`src/verilog/eac_defs.svh`:
```
// Offsets, field positions, reset values and timing counts of the block.
`ifndef EAC_DEFS_SVH
`define EAC_DEFS_SVH
`define EAC_OFS_CTRL       6'h1F
`define EAC_OFS_DATA       6'h20
`define EAC_OFS_ADDR_LO    6'h21
`define EAC_OFS_ADDR_HI    6'h22
`define EAC_BIT_RD         0
`define EAC_BIT_WR         1
`define EAC_BIT_ARM        2
`define EAC_BIT_RIE        3
`define EAC_RST_BYTE       8'h00
`define EAC_RST_ADDR       9'h000
`define EAC_ARM_CYCLES     3'h4
`define EAC_READ_STALL     3'h4
`define EAC_WRITE_STALL    3'h2
`define EAC_WRITE_RC_CYC   27072
`define EAC_DEPTH          512
`define EAC_AW             9
`endif

```
`src/verilog/eac_pkg.sv`:
```
// Types shared by the nonvolatile memory access block.
package eac_pkg;
    typedef enum logic [1:0] {
        EAC_IDLE = 2'b01,
        EAC_PROG = 2'b10
    } eac_state_t;
    typedef struct packed {
        logic ready_irq_enable;
        logic master_write_arm;
        logic write_strobe;
        logic read_strobe;
    } eac_ctl_t;
    typedef struct packed {
        logic [5:0] addr;
        logic [7:0] wdata;
        logic       wr;
        logic       rd;
    } eac_io_t;
endpackage

```
`src/verilog/eac_top.sv`:
```
// Nonvolatile memory access control with its byte array and registers.
//
// How it works
// RULE1: Nine-bit address picks bytes 0 to 511.
// RULE2: Reserved address and control bits read zero.
// RULE3: Software loads an address before any access.
// RULE4: Write stores data byte at selected address.
// RULE5: Read places addressed byte in data register.
// RULE6: Ready interrupt needs enable and global flag.
// RULE7: Ready interrupt is a level while idle.
// RULE8: Strobe within four cycles of arm writes.
// RULE9: Strobe without arm does nothing.
// RULE10: Arm bit clears itself after four cycles.
// RULE11: Strobe after arm, address and data prepared.
// RULE12: Read strobe gives data within one instruction.
// RULE13: Read stalls the core four cycles.
// RULE14: Write strobe clears when write time elapses.
// RULE15: Write lasts 27072 oscillator cycles.
// RULE16: Write start stalls the core two cycles.
// RULE17: No reads or address changes while writing.
// RULE18: Read strobe clears itself after the read.
// RULE19: Strobe during a running write is ignored.
`include "eac_defs.svh"
`timescale 1ns/1ns
module eac_top #(
    parameter int WRITE_RC_CYCLES = `EAC_WRITE_RC_CYC
) (
    input  wire logic            clk_i,      // System clock, 50 MHz.
    input  wire logic            reset_n_i,  // Asynchronous reset.
    input  wire eac_pkg::eac_io_t io_i,      // Core register access.
    input  wire logic            gie_i,      // Core global irq flag.
    input  wire logic            rc_tick_i,  // One pulse per RC cycle.
    output logic [7:0]           io_rdata_o, // Register read data.
    output logic                 stall_o,    // Halts the core.
    output logic                 ready_irq_o // Ready interrupt level.
);
    // ----------------------------------------------------------------
    // Storage and state
    // ----------------------------------------------------------------
    logic [7:0]              mem [`EAC_DEPTH];
    eac_pkg::eac_ctl_t       ctl_ff;
    eac_pkg::eac_state_t     state_ff;
    logic [`EAC_AW-1:0]      addr_ff;
    logic [7:0]              data_ff;
    logic [`EAC_AW-1:0]      wr_addr_ff;
    logic [7:0]              wr_data_ff;
    logic [2:0]              arm_cnt_ff;
    logic [2:0]              stall_cnt_ff;
    logic [14:0]             rc_cnt_ff;
    logic [7:0]              rdata_ff;
    logic                    busy;
    logic                    ctl_wr;
    logic                    arm_wr;
    logic                    strobe_wr;
    logic                    rd_go;
    logic                    wr_go;
    logic                    wr_done;
    logic                    arm_end;

    localparam logic [14:0] RC_LAST = 15'(WRITE_RC_CYCLES - 1);

    assign busy      = (state_ff == eac_pkg::EAC_PROG);
    assign ctl_wr    = io_i.wr && (io_i.addr == `EAC_OFS_CTRL);
    assign arm_wr    = ctl_wr && io_i.wdata[`EAC_BIT_ARM];
    assign strobe_wr = ctl_wr && io_i.wdata[`EAC_BIT_WR];
    assign rd_go     = ctl_wr && io_i.wdata[`EAC_BIT_RD] && !busy; // RULE17
    // Arm must already stand; a write running blocks a new one.
    assign wr_go     = strobe_wr && ctl_ff.master_write_arm
                       && !busy; // RULE8 RULE9 RULE19
    assign wr_done   = busy && rc_tick_i && (rc_cnt_ff == RC_LAST); // RULE15
    assign arm_end   = ctl_ff.master_write_arm && (arm_cnt_ff == 3'h1);

    // ----------------------------------------------------------------
    // Address register
    // ----------------------------------------------------------------
    always_ff @(posedge clk_i or negedge reset_n_i) begin
        if (!reset_n_i) begin
            addr_ff <= `EAC_RST_ADDR;
        end else if (io_i.wr && !busy) begin // RULE17
            if (io_i.addr == `EAC_OFS_ADDR_LO) begin
                addr_ff[7:0] <= io_i.wdata; // RULE1
            end else if (io_i.addr == `EAC_OFS_ADDR_HI) begin
                addr_ff[8] <= io_i.wdata[0]; // RULE1
            end
        end
    end

    // ----------------------------------------------------------------
    // Data register
    // ----------------------------------------------------------------
    always_ff @(posedge clk_i or negedge reset_n_i) begin
        if (!reset_n_i) begin
            data_ff <= `EAC_RST_BYTE;
        end else if (rd_go) begin
            data_ff <= mem[addr_ff]; // RULE5 RULE12
        end else if (io_i.wr && (io_i.addr == `EAC_OFS_DATA)) begin
            data_ff <= io_i.wdata;
        end
    end

    // ----------------------------------------------------------------
    // Control bits
    // ----------------------------------------------------------------
    always_ff @(posedge clk_i or negedge reset_n_i) begin
        if (!reset_n_i) begin
            ctl_ff.ready_irq_enable <= 1'b0;
        end else if (ctl_wr) begin
            ctl_ff.ready_irq_enable <= io_i.wdata[`EAC_BIT_RIE]; // RULE6
        end
    end

    // A fresh arm write wins over the timeout in the same cycle.
    always_ff @(posedge clk_i or negedge reset_n_i) begin
        if (!reset_n_i) begin
            ctl_ff.master_write_arm <= 1'b0;
            arm_cnt_ff              <= 3'h0;
        end else if (arm_wr && !ctl_ff.master_write_arm) begin
            ctl_ff.master_write_arm <= 1'b1;
            arm_cnt_ff              <= `EAC_ARM_CYCLES;
        end else if (arm_end) begin
            ctl_ff.master_write_arm <= arm_wr; // RULE10
            arm_cnt_ff              <= arm_wr ? `EAC_ARM_CYCLES : 3'h0;
        end else if (ctl_ff.master_write_arm) begin
            arm_cnt_ff <= arm_cnt_ff - 3'h1; // RULE10
        end
    end

    always_ff @(posedge clk_i or negedge reset_n_i) begin
        if (!reset_n_i) begin
            ctl_ff.write_strobe <= 1'b0;
        end else if (wr_go) begin
            ctl_ff.write_strobe <= 1'b1; // RULE11
        end else if (wr_done) begin
            ctl_ff.write_strobe <= 1'b0; // RULE14
        end
    end

    // The read finishes in the strobe cycle, so the bit drops next edge.
    always_ff @(posedge clk_i or negedge reset_n_i) begin
        if (!reset_n_i) begin
            ctl_ff.read_strobe <= 1'b0;
        end else begin
            ctl_ff.read_strobe <= rd_go; // RULE18
        end
    end

    // ----------------------------------------------------------------
    // Write sequencer
    // ----------------------------------------------------------------
    always_ff @(posedge clk_i or negedge reset_n_i) begin
        if (!reset_n_i) begin
            state_ff   <= eac_pkg::EAC_IDLE;
            rc_cnt_ff  <= 15'h0000;
            wr_addr_ff <= `EAC_RST_ADDR;
            wr_data_ff <= `EAC_RST_BYTE;
        end else begin
            case (state_ff)
                eac_pkg::EAC_IDLE: begin
                    if (wr_go) begin
                        state_ff   <= eac_pkg::EAC_PROG;
                        rc_cnt_ff  <= 15'h0000;
                        wr_addr_ff <= addr_ff; // RULE4
                        wr_data_ff <= data_ff; // RULE4
                    end
                end
                eac_pkg::EAC_PROG: begin
                    if (wr_done) begin
                        state_ff <= eac_pkg::EAC_IDLE;
                    end else if (rc_tick_i) begin
                        rc_cnt_ff <= rc_cnt_ff + 15'h0001; // RULE15
                    end
                end
                default: begin
                    state_ff <= eac_pkg::EAC_IDLE;
                end
            endcase
        end
    end

    // The array has no reset; its content survives a reset.
    always_ff @(posedge clk_i) begin
        if (wr_done) begin
            mem[wr_addr_ff] <= wr_data_ff; // RULE4
        end
    end

    // ----------------------------------------------------------------
    // Core stall
    // ----------------------------------------------------------------
    always_ff @(posedge clk_i or negedge reset_n_i) begin
        if (!reset_n_i) begin
            stall_cnt_ff <= 3'h0;
        end else if (rd_go) begin
            stall_cnt_ff <= `EAC_READ_STALL; // RULE13
        end else if (wr_go) begin
            stall_cnt_ff <= `EAC_WRITE_STALL; // RULE16
        end else if (stall_cnt_ff != 3'h0) begin
            stall_cnt_ff <= stall_cnt_ff - 3'h1;
        end
    end

    assign stall_o = (stall_cnt_ff != 3'h0);

    // ----------------------------------------------------------------
    // Register read
    // ----------------------------------------------------------------
    always_ff @(posedge clk_i or negedge reset_n_i) begin
        if (!reset_n_i) begin
            rdata_ff <= `EAC_RST_BYTE;
        end else if (io_i.rd) begin
            case (io_i.addr)
                `EAC_OFS_CTRL:    rdata_ff <= {4'h0, ctl_ff}; // RULE2
                `EAC_OFS_DATA:    rdata_ff <= data_ff;
                `EAC_OFS_ADDR_LO: rdata_ff <= addr_ff[7:0];
                `EAC_OFS_ADDR_HI: rdata_ff <= {7'h00, addr_ff[8]}; // RULE2
                default:          rdata_ff <= `EAC_RST_BYTE;
            endcase
        end
    end

    assign io_rdata_o = rdata_ff;

    // ----------------------------------------------------------------
    // Ready interrupt
    // ----------------------------------------------------------------
    assign ready_irq_o = ctl_ff.ready_irq_enable && gie_i
                         && !ctl_ff.write_strobe; // RULE6 RULE7
endmodule

```
`config.mk`:
```
export PLATFORM = sky130hd
export DESIGN_NAME = eac_top
export DESIGN_NICKNAME = d
export VERILOG_FILES = /design/src/verilog/eac_pkg.sv /design/src/verilog/eac_top.sv
export VERILOG_INCLUDE_DIRS = /design/src /design/src/verilog
export SDC_FILE = /design/constraint.sdc
export NUM_CORES = 2
export LEC_CHECK = 0
export BUFFER_PORTS_ARGS = -buffer_cell sky130_fd_sc_hd__buf_2
export CORE_MARGIN = 4
export CORE_UTILIZATION = 50
export CTS_CLUSTER_DIAMETER = 200
export DETAILED_ROUTE_END_ITERATION = 7
export GPL_TIMING_DRIVEN = 0
export HOLD_SLACK_MARGIN = 0.08
export PLACE_DENSITY = 0.62
export REMOVE_ABC_BUFFERS = 1
export SYNTH_ARGS = -nofsm -noshare
export SYNTH_HDL_FRONTEND = slang
export SYNTH_SLANG_ARGS = --single-unit
```
`constraint.sdc`:
```
create_clock -name clk_i -period 11.6 [get_ports clk_i]
set_clock_uncertainty 0.15 [all_clocks]
set_input_delay 1.16 -clock clk_i [delete_from_list [all_inputs] [get_ports clk_i]]
set_output_delay 1.16 -clock clk_i [all_outputs]
set_load 0.005 [all_outputs]
```
### After elaboration in Yosys (flattened, before gate mapping)

Memory sizes are Yosys's and may differ from the RTL's.
Cells that the tools add are included.

* bits in writable memories: 4096
* input port bits: 20
* memories kept: 1
* register bits after elaboration: 69
* output and inout bits: 10
* word-level logic and storage cells: 84

* equal/unequal tests: 12
* reduce and logical (&&, ||, !) cells: 30
* bitwise gates (word level): 1
* add/sub/neg operators: 3
* muxes and demuxes: 23

Memory list
* mem: depth 512, bits a word 8, rd ports 1, clocked after Yosys merged registers in 0, write ports 1, RTL line eac_top.sv:40 `` logic [7:0] mem [`EAC_DEPTH]; ``

Operator list (number)
* 15-bit 2-to-1 mux: 3
* 8-bit case mux with 4 select lines: 1
* 15-bit case mux with 2 select lines: 1
* 3-bit 2-to-1 mux: 7
* 6-bit == test, second input constant: 3
* 8-bit 2-to-1 mux: 2
* 15-bit by 1-bit adder with 15-bit output, second input constant: 1
* 15-bit == test, second input constant: 1
* 1-bit logical AND: 15
* 3-bit nonzero test: 3
* 2-bit nonzero test: 4
* 6-bit by 5-bit == test with 1-bit output, second input constant: 1
* 1-bit 2-to-1 mux: 6
* 2-bit inequality test, second input constant: 3
* 2-bit AND reduction: 3
* 3-bit by 1-bit subtractor with 3-bit output, second input constant: 2
* 2-bit 2-to-1 mux: 2
* 2-bit case mux with 2 select lines: 1
* 4-bit AND reduction: 1
* 3-bit by 1-bit == test with 1-bit output, second input constant: 1
* 1-bit zero test: 3
* 3-bit AND reduction: 1
* 2-bit by 1-bit == test with 1-bit output, second input constant: 1
* 2-bit == test, second input constant: 1
* other kinds (2): 2

### Longest topological paths before layout

* word-level depth: 7
* gate-level depth with buffers: 14
* gate-level depth less buffers: 8

### Worst setup path after synthesis

OpenSTA, ideal clock, no wires.

* path type: flip-flop to flip-flop
* start point: register wr_data_ff[0]
* end point: memory mem[0][0] (data pin)
* arrival time: 6.062 ns
* period minus slack after synthesis: 7.616 ns
* stages on the path, launching flop included: 1
* setup time: 1.404 ns
* required time: 10.046 ns
* setup slack: 3.984 ns
* cells stage by stage: dfrtp_1

RTL lines
* from (decl): RTL line eac_top.sv:46 `logic [7:0] wr_data_ff;`
* from (signal assigned): RTL line eac_top.sv:155 `` wr_data_ff <= `EAC_RST_BYTE; ``
* from (signal assigned): RTL line eac_top.sv:163 `wr_data_ff <= data_ff;`
* to (decl): RTL line eac_top.sv:40

No word-level cell before the write port.

### Worst setup path in the final report

* start point: register addr_ff[0]
* end point: register data_ff[5]

* longest elaborated chain between the ends: 2

Ends and longest elaborated chain
* from (decl): RTL line eac_top.sv:43 `` logic [`EAC_AW-1:0] addr_ff; ``
* from (signal assigned): RTL line eac_top.sv:78 `` addr_ff <= `EAC_RST_ADDR; ``
* from (signal assigned): RTL line eac_top.sv:81 `addr_ff[7:0] <= io_i.wdata;`
* memory 512 x 8 bit
* 8-bit 2-to-1 mux: RTL line eac_top.sv:94 `end else if (rd_go) begin`
* to (signal assigned): RTL line eac_top.sv:93 `` data_ff <= `EAC_RST_BYTE; ``
* to (signal assigned): RTL line eac_top.sv:95 `data_ff <= mem[addr_ff];`
* to (signal assigned): RTL line eac_top.sv:97 `data_ff <= io_i.wdata;`
* to (decl): RTL line eac_top.sv:44 `logic [7:0] data_ff;`

Every way passes these cells.
A chain may end at the register's enable or synchronous reset.

==> impl_metrics.json <==
{
  "hold_path.class": "in2async",
  "drive_above_1_share_pct": 23.5,
  "synth_cells": 7728,
  "die_y_um": 577,
  "cts_tree": "built",
  "status": "finished, violations left",
  "ir_worst_vdd_uv": 139,
  "place.gp.congestion": 0.830,
  "final_common_cell": "edfxtp_1",
  "finalCritPeriodShare_pct": 56.2,
  "synth_ff_type": "edfxtp_1",
  "io_buffers": 29,
  "grt_pass1_vias": 80600,
  "crit_chain": "buf_16 > buf_12 > buf_16 > buf_16 > buf_16 > buf_16 > mux4_2 > and2_1 > a2111oi_0 > a31oi_1 > a31oi_1 > and4b_1 > a221o_1",
  "final_nets": 7919,
  "setup_tns_ps": 0,
  "ys_warn_count": 0,
  "initial_core_util_pct": 50.3,
  "drv_cap": 5,
  "worst_pin_slew_ps": 1700,
  "crit_slowest_cell": "a2111oi_0",
  "clkLatencyLatePin_ps": 1020,
  "clk_pin_slew_worst_paths_ps": 60,
  "track_usage_pct": 27.1,
  "crit_path_frequent_cell": "buf_16",
  "grt_pass1_wl_mm": 635,
  "cts.sinks": 4165,
  "synth.distinct_cells": 87,
  "regArea_mm2": 0.125,
  "multi_input_comb_area_mm2": 0.0349,
  "p_per_area_mw_per_mm2": 176,
  "postRouteAntennaNets": 0,
  "worst-setup-path-type": "reg2reg",
  "post-cts-setup-buffers": 0,
  "cp_top_family": "compound AO/OA/AOI/OAI gates",
  "dpl_worst_slack_ps": 4880,
  "placed_area_mm2": 0.170,
  "period_needed_ps": 6520,
  "ys_seq_area_share_pct": 77.0,
  "overflow": 0,
  "cts_resized": 0,
  "drt_iter0_markers": 12600,
  "grt_max_degree": 101,
  "layout_setup_ws_ps": 5080,
  "coreArea_mm2": 0.322,
  "cp.required_ps": 12270,
  "violations": "max-capacitance violations, max-slew violations",
  "wl_per_cell_um": 36.1,
  "synth-edff-count": 4096,
  "setup_violations": 0,
  "synthTopCellsByArea": "edfxtp_1 76%, mux4_2 13%, mux2i_1 1.7%",
  "netlist.top_cell.by_area": "edfxtp_1",
  "fillers": 23400,
  "rows": 208,
  "htreeDepth": 5,
  "fp.dieW_um": 577,
  "slew_headroom_pct": -14.6,
  "crit_fanout": 42,
  "finalHoldViolations": 0,
  "cpPeakStageDelay_ps": 930,
  "hold_buffers": 0,
  "startpoint_type": "register",
  "io_pins": 30,
  "layout_common_cells": "4096 x edfxtp_1, 971 x mux4_2, 591 x nor2_1",
  "antenna_found_initial": 40,
  "fmax_mhz": 153,
  "synth.top_cell.area_share_pct": 75.9,
  "wirelength_mm": 453,
  "power.leakage_nw": 48.7,
  "firstDrtPassIters": 6,
  "synth_area_mm2": 0.162,
  "root_buffer": "clkbuf_16",
  "cts-buffers-inserted": 417,
  "clock_path_buffers": 4,
  "routed-via-count": 81800,
  "worstSetupEndpointType": "register",
  "crit_arrival_ps": 7200,
  "synthToLayoutAreaGrowth_pct": 13.3,
  "power.total_mw": 32.3,
  "final_area_mm2": 0.184,
  "die_area_mm2": 0.333,
  "maxSlewViolCount": 20,
  "synth-async-reset-ratio_pct": 1.66,
  "hpwlAfterDp_mm": 279,
  "drc_errors": 0,
  "rsz0062_at_grt": "false",
  "synth_seq_cells": 4165,
  "critPathBufInv": 6,
  "via_per_inst": 6.51,
  "synth.avg_cell_area_um2": 21.0
}
## logic make-up (layout without fill, tap and decap cells)
family | count (synthesis) | in the layout | share of synthesized area (%)
compound gates | 646 | 646 | 2.78
xor+xnor | 14 | 14 | 0.0757
fa+ha+maj | 5 | 5 | 0.0386
buf+inv | 506 | 1013 | 1.75
flops | 4165 | 4165 | 77.0
mux | 1288 | 1288 | 15.5
other cells | 0 | 24 | 0
simple gates | 1104 | 1104 | 2.86
## report_power, final
part | total [mW] | internal, mW | switching [mW]
combinational | 2.50 | 0.853 | 1.65
sequential | 16.4 | 16.3 | 0.0692
clock | 13.4 | 7.68 | 5.72
total | 32.3 | 24.9 | 7.44
## final cells by class
type / instances / share of cell area [%]
Sequential cell: 4165 / 68.0
Clock inverter: 260 / 1.42
Inverter: 31 / 0.0743
Clock buffer: 500 / 5.96
Antenna cell: 24 / 0.0327
Tap cell: 4305 / 2.93
Timing Repair Buffer: 222 / 2.63
Multi-Input combinational cell: 3057 / 19.0
## routing by layer
metal  up-vias  part of all wire (%)  track usage (%)
li1      32500                     -                -
met2      4749                    47             41.3
met4         4                   4.8             11.5
met1     43700                    38             38.4
met3       880                    11             5.75
met5         -                0.0062                0
## synthesized netlist by cell type, types with 11 or more instances
library cell,number
a32oi_1,11
nor2b_1,21
inv_1,29
nor2_1,603
mux2_2,45
and3_1,16
o21ai_0,41
buf_1,41
clkbuf_1,212
buf_4,45
buf_2,97
and2_1,12
mux2i_1,272
nor4_1,12
edfxtp_1,4096
a2111oi_0,12
a22o_1,18
a221oi_1,25
buf_6,68
a21oi_1,139
nand2_1,285
nor3_1,27
a211oi_1,13
mux4_2,971
dfrtp_1,68
o22ai_1,78
o221ai_1,59
nand3_1,67
a22oi_1,139
a31oi_1,32
## metrics by stage
stage          std cells  util [%]  hold slack, ps
6_report           12600      57.0             151
3_5_place_dp       11800      52.8             352
4_1_cts            12500      57.0             155
5_1_grt            12500      57.0             237
2_1_floorplan       7253         -             315
3_3_place_gp       11600      51.2             343
## sequential cells by signal (all words and copies together), names as in the netlist
signal	flops
mem	4096
rc_cnt_ff	15
addr_ff	9
wr_addr_ff	9
data_ff	8
io_rdata_o	8
wr_data_ff	8
ctl_ff	4
arm_cnt_ff	3
stall_cnt_ff	3
state_ff	2
## worst paths after layout
check	from	end	slack, ps	cells after the start
max reg2reg	addr_ff[0]	data_ff[5]	5080	13
min reg2reg	rc_cnt_ff[0]	rc_cnt_ff[0]	370	1
min in group clk_i	io_i[6]	addr_ff[4]	330	2
max	addr_ff[0]	data_ff[5]	5080	13
max in group asynchronous	reset_n_i	wr_data_ff[5]	10420	1
min	reset_n_i	io_rdata_o[1]	150	1
## worst reg2reg max path, stage by stage (launching register included)
cell and delay, ps:
dfrtp_4 800, buf_16 310, buf_12 300, buf_16 330
buf_16 320, buf_16 430, buf_16 300, mux4_2 650
and2_1 190, a2111oi_0 930, a31oi_1 170, a31oi_1 840
and4b_1 340, a221o_1 320
Power figures use the tool's default switching activity.
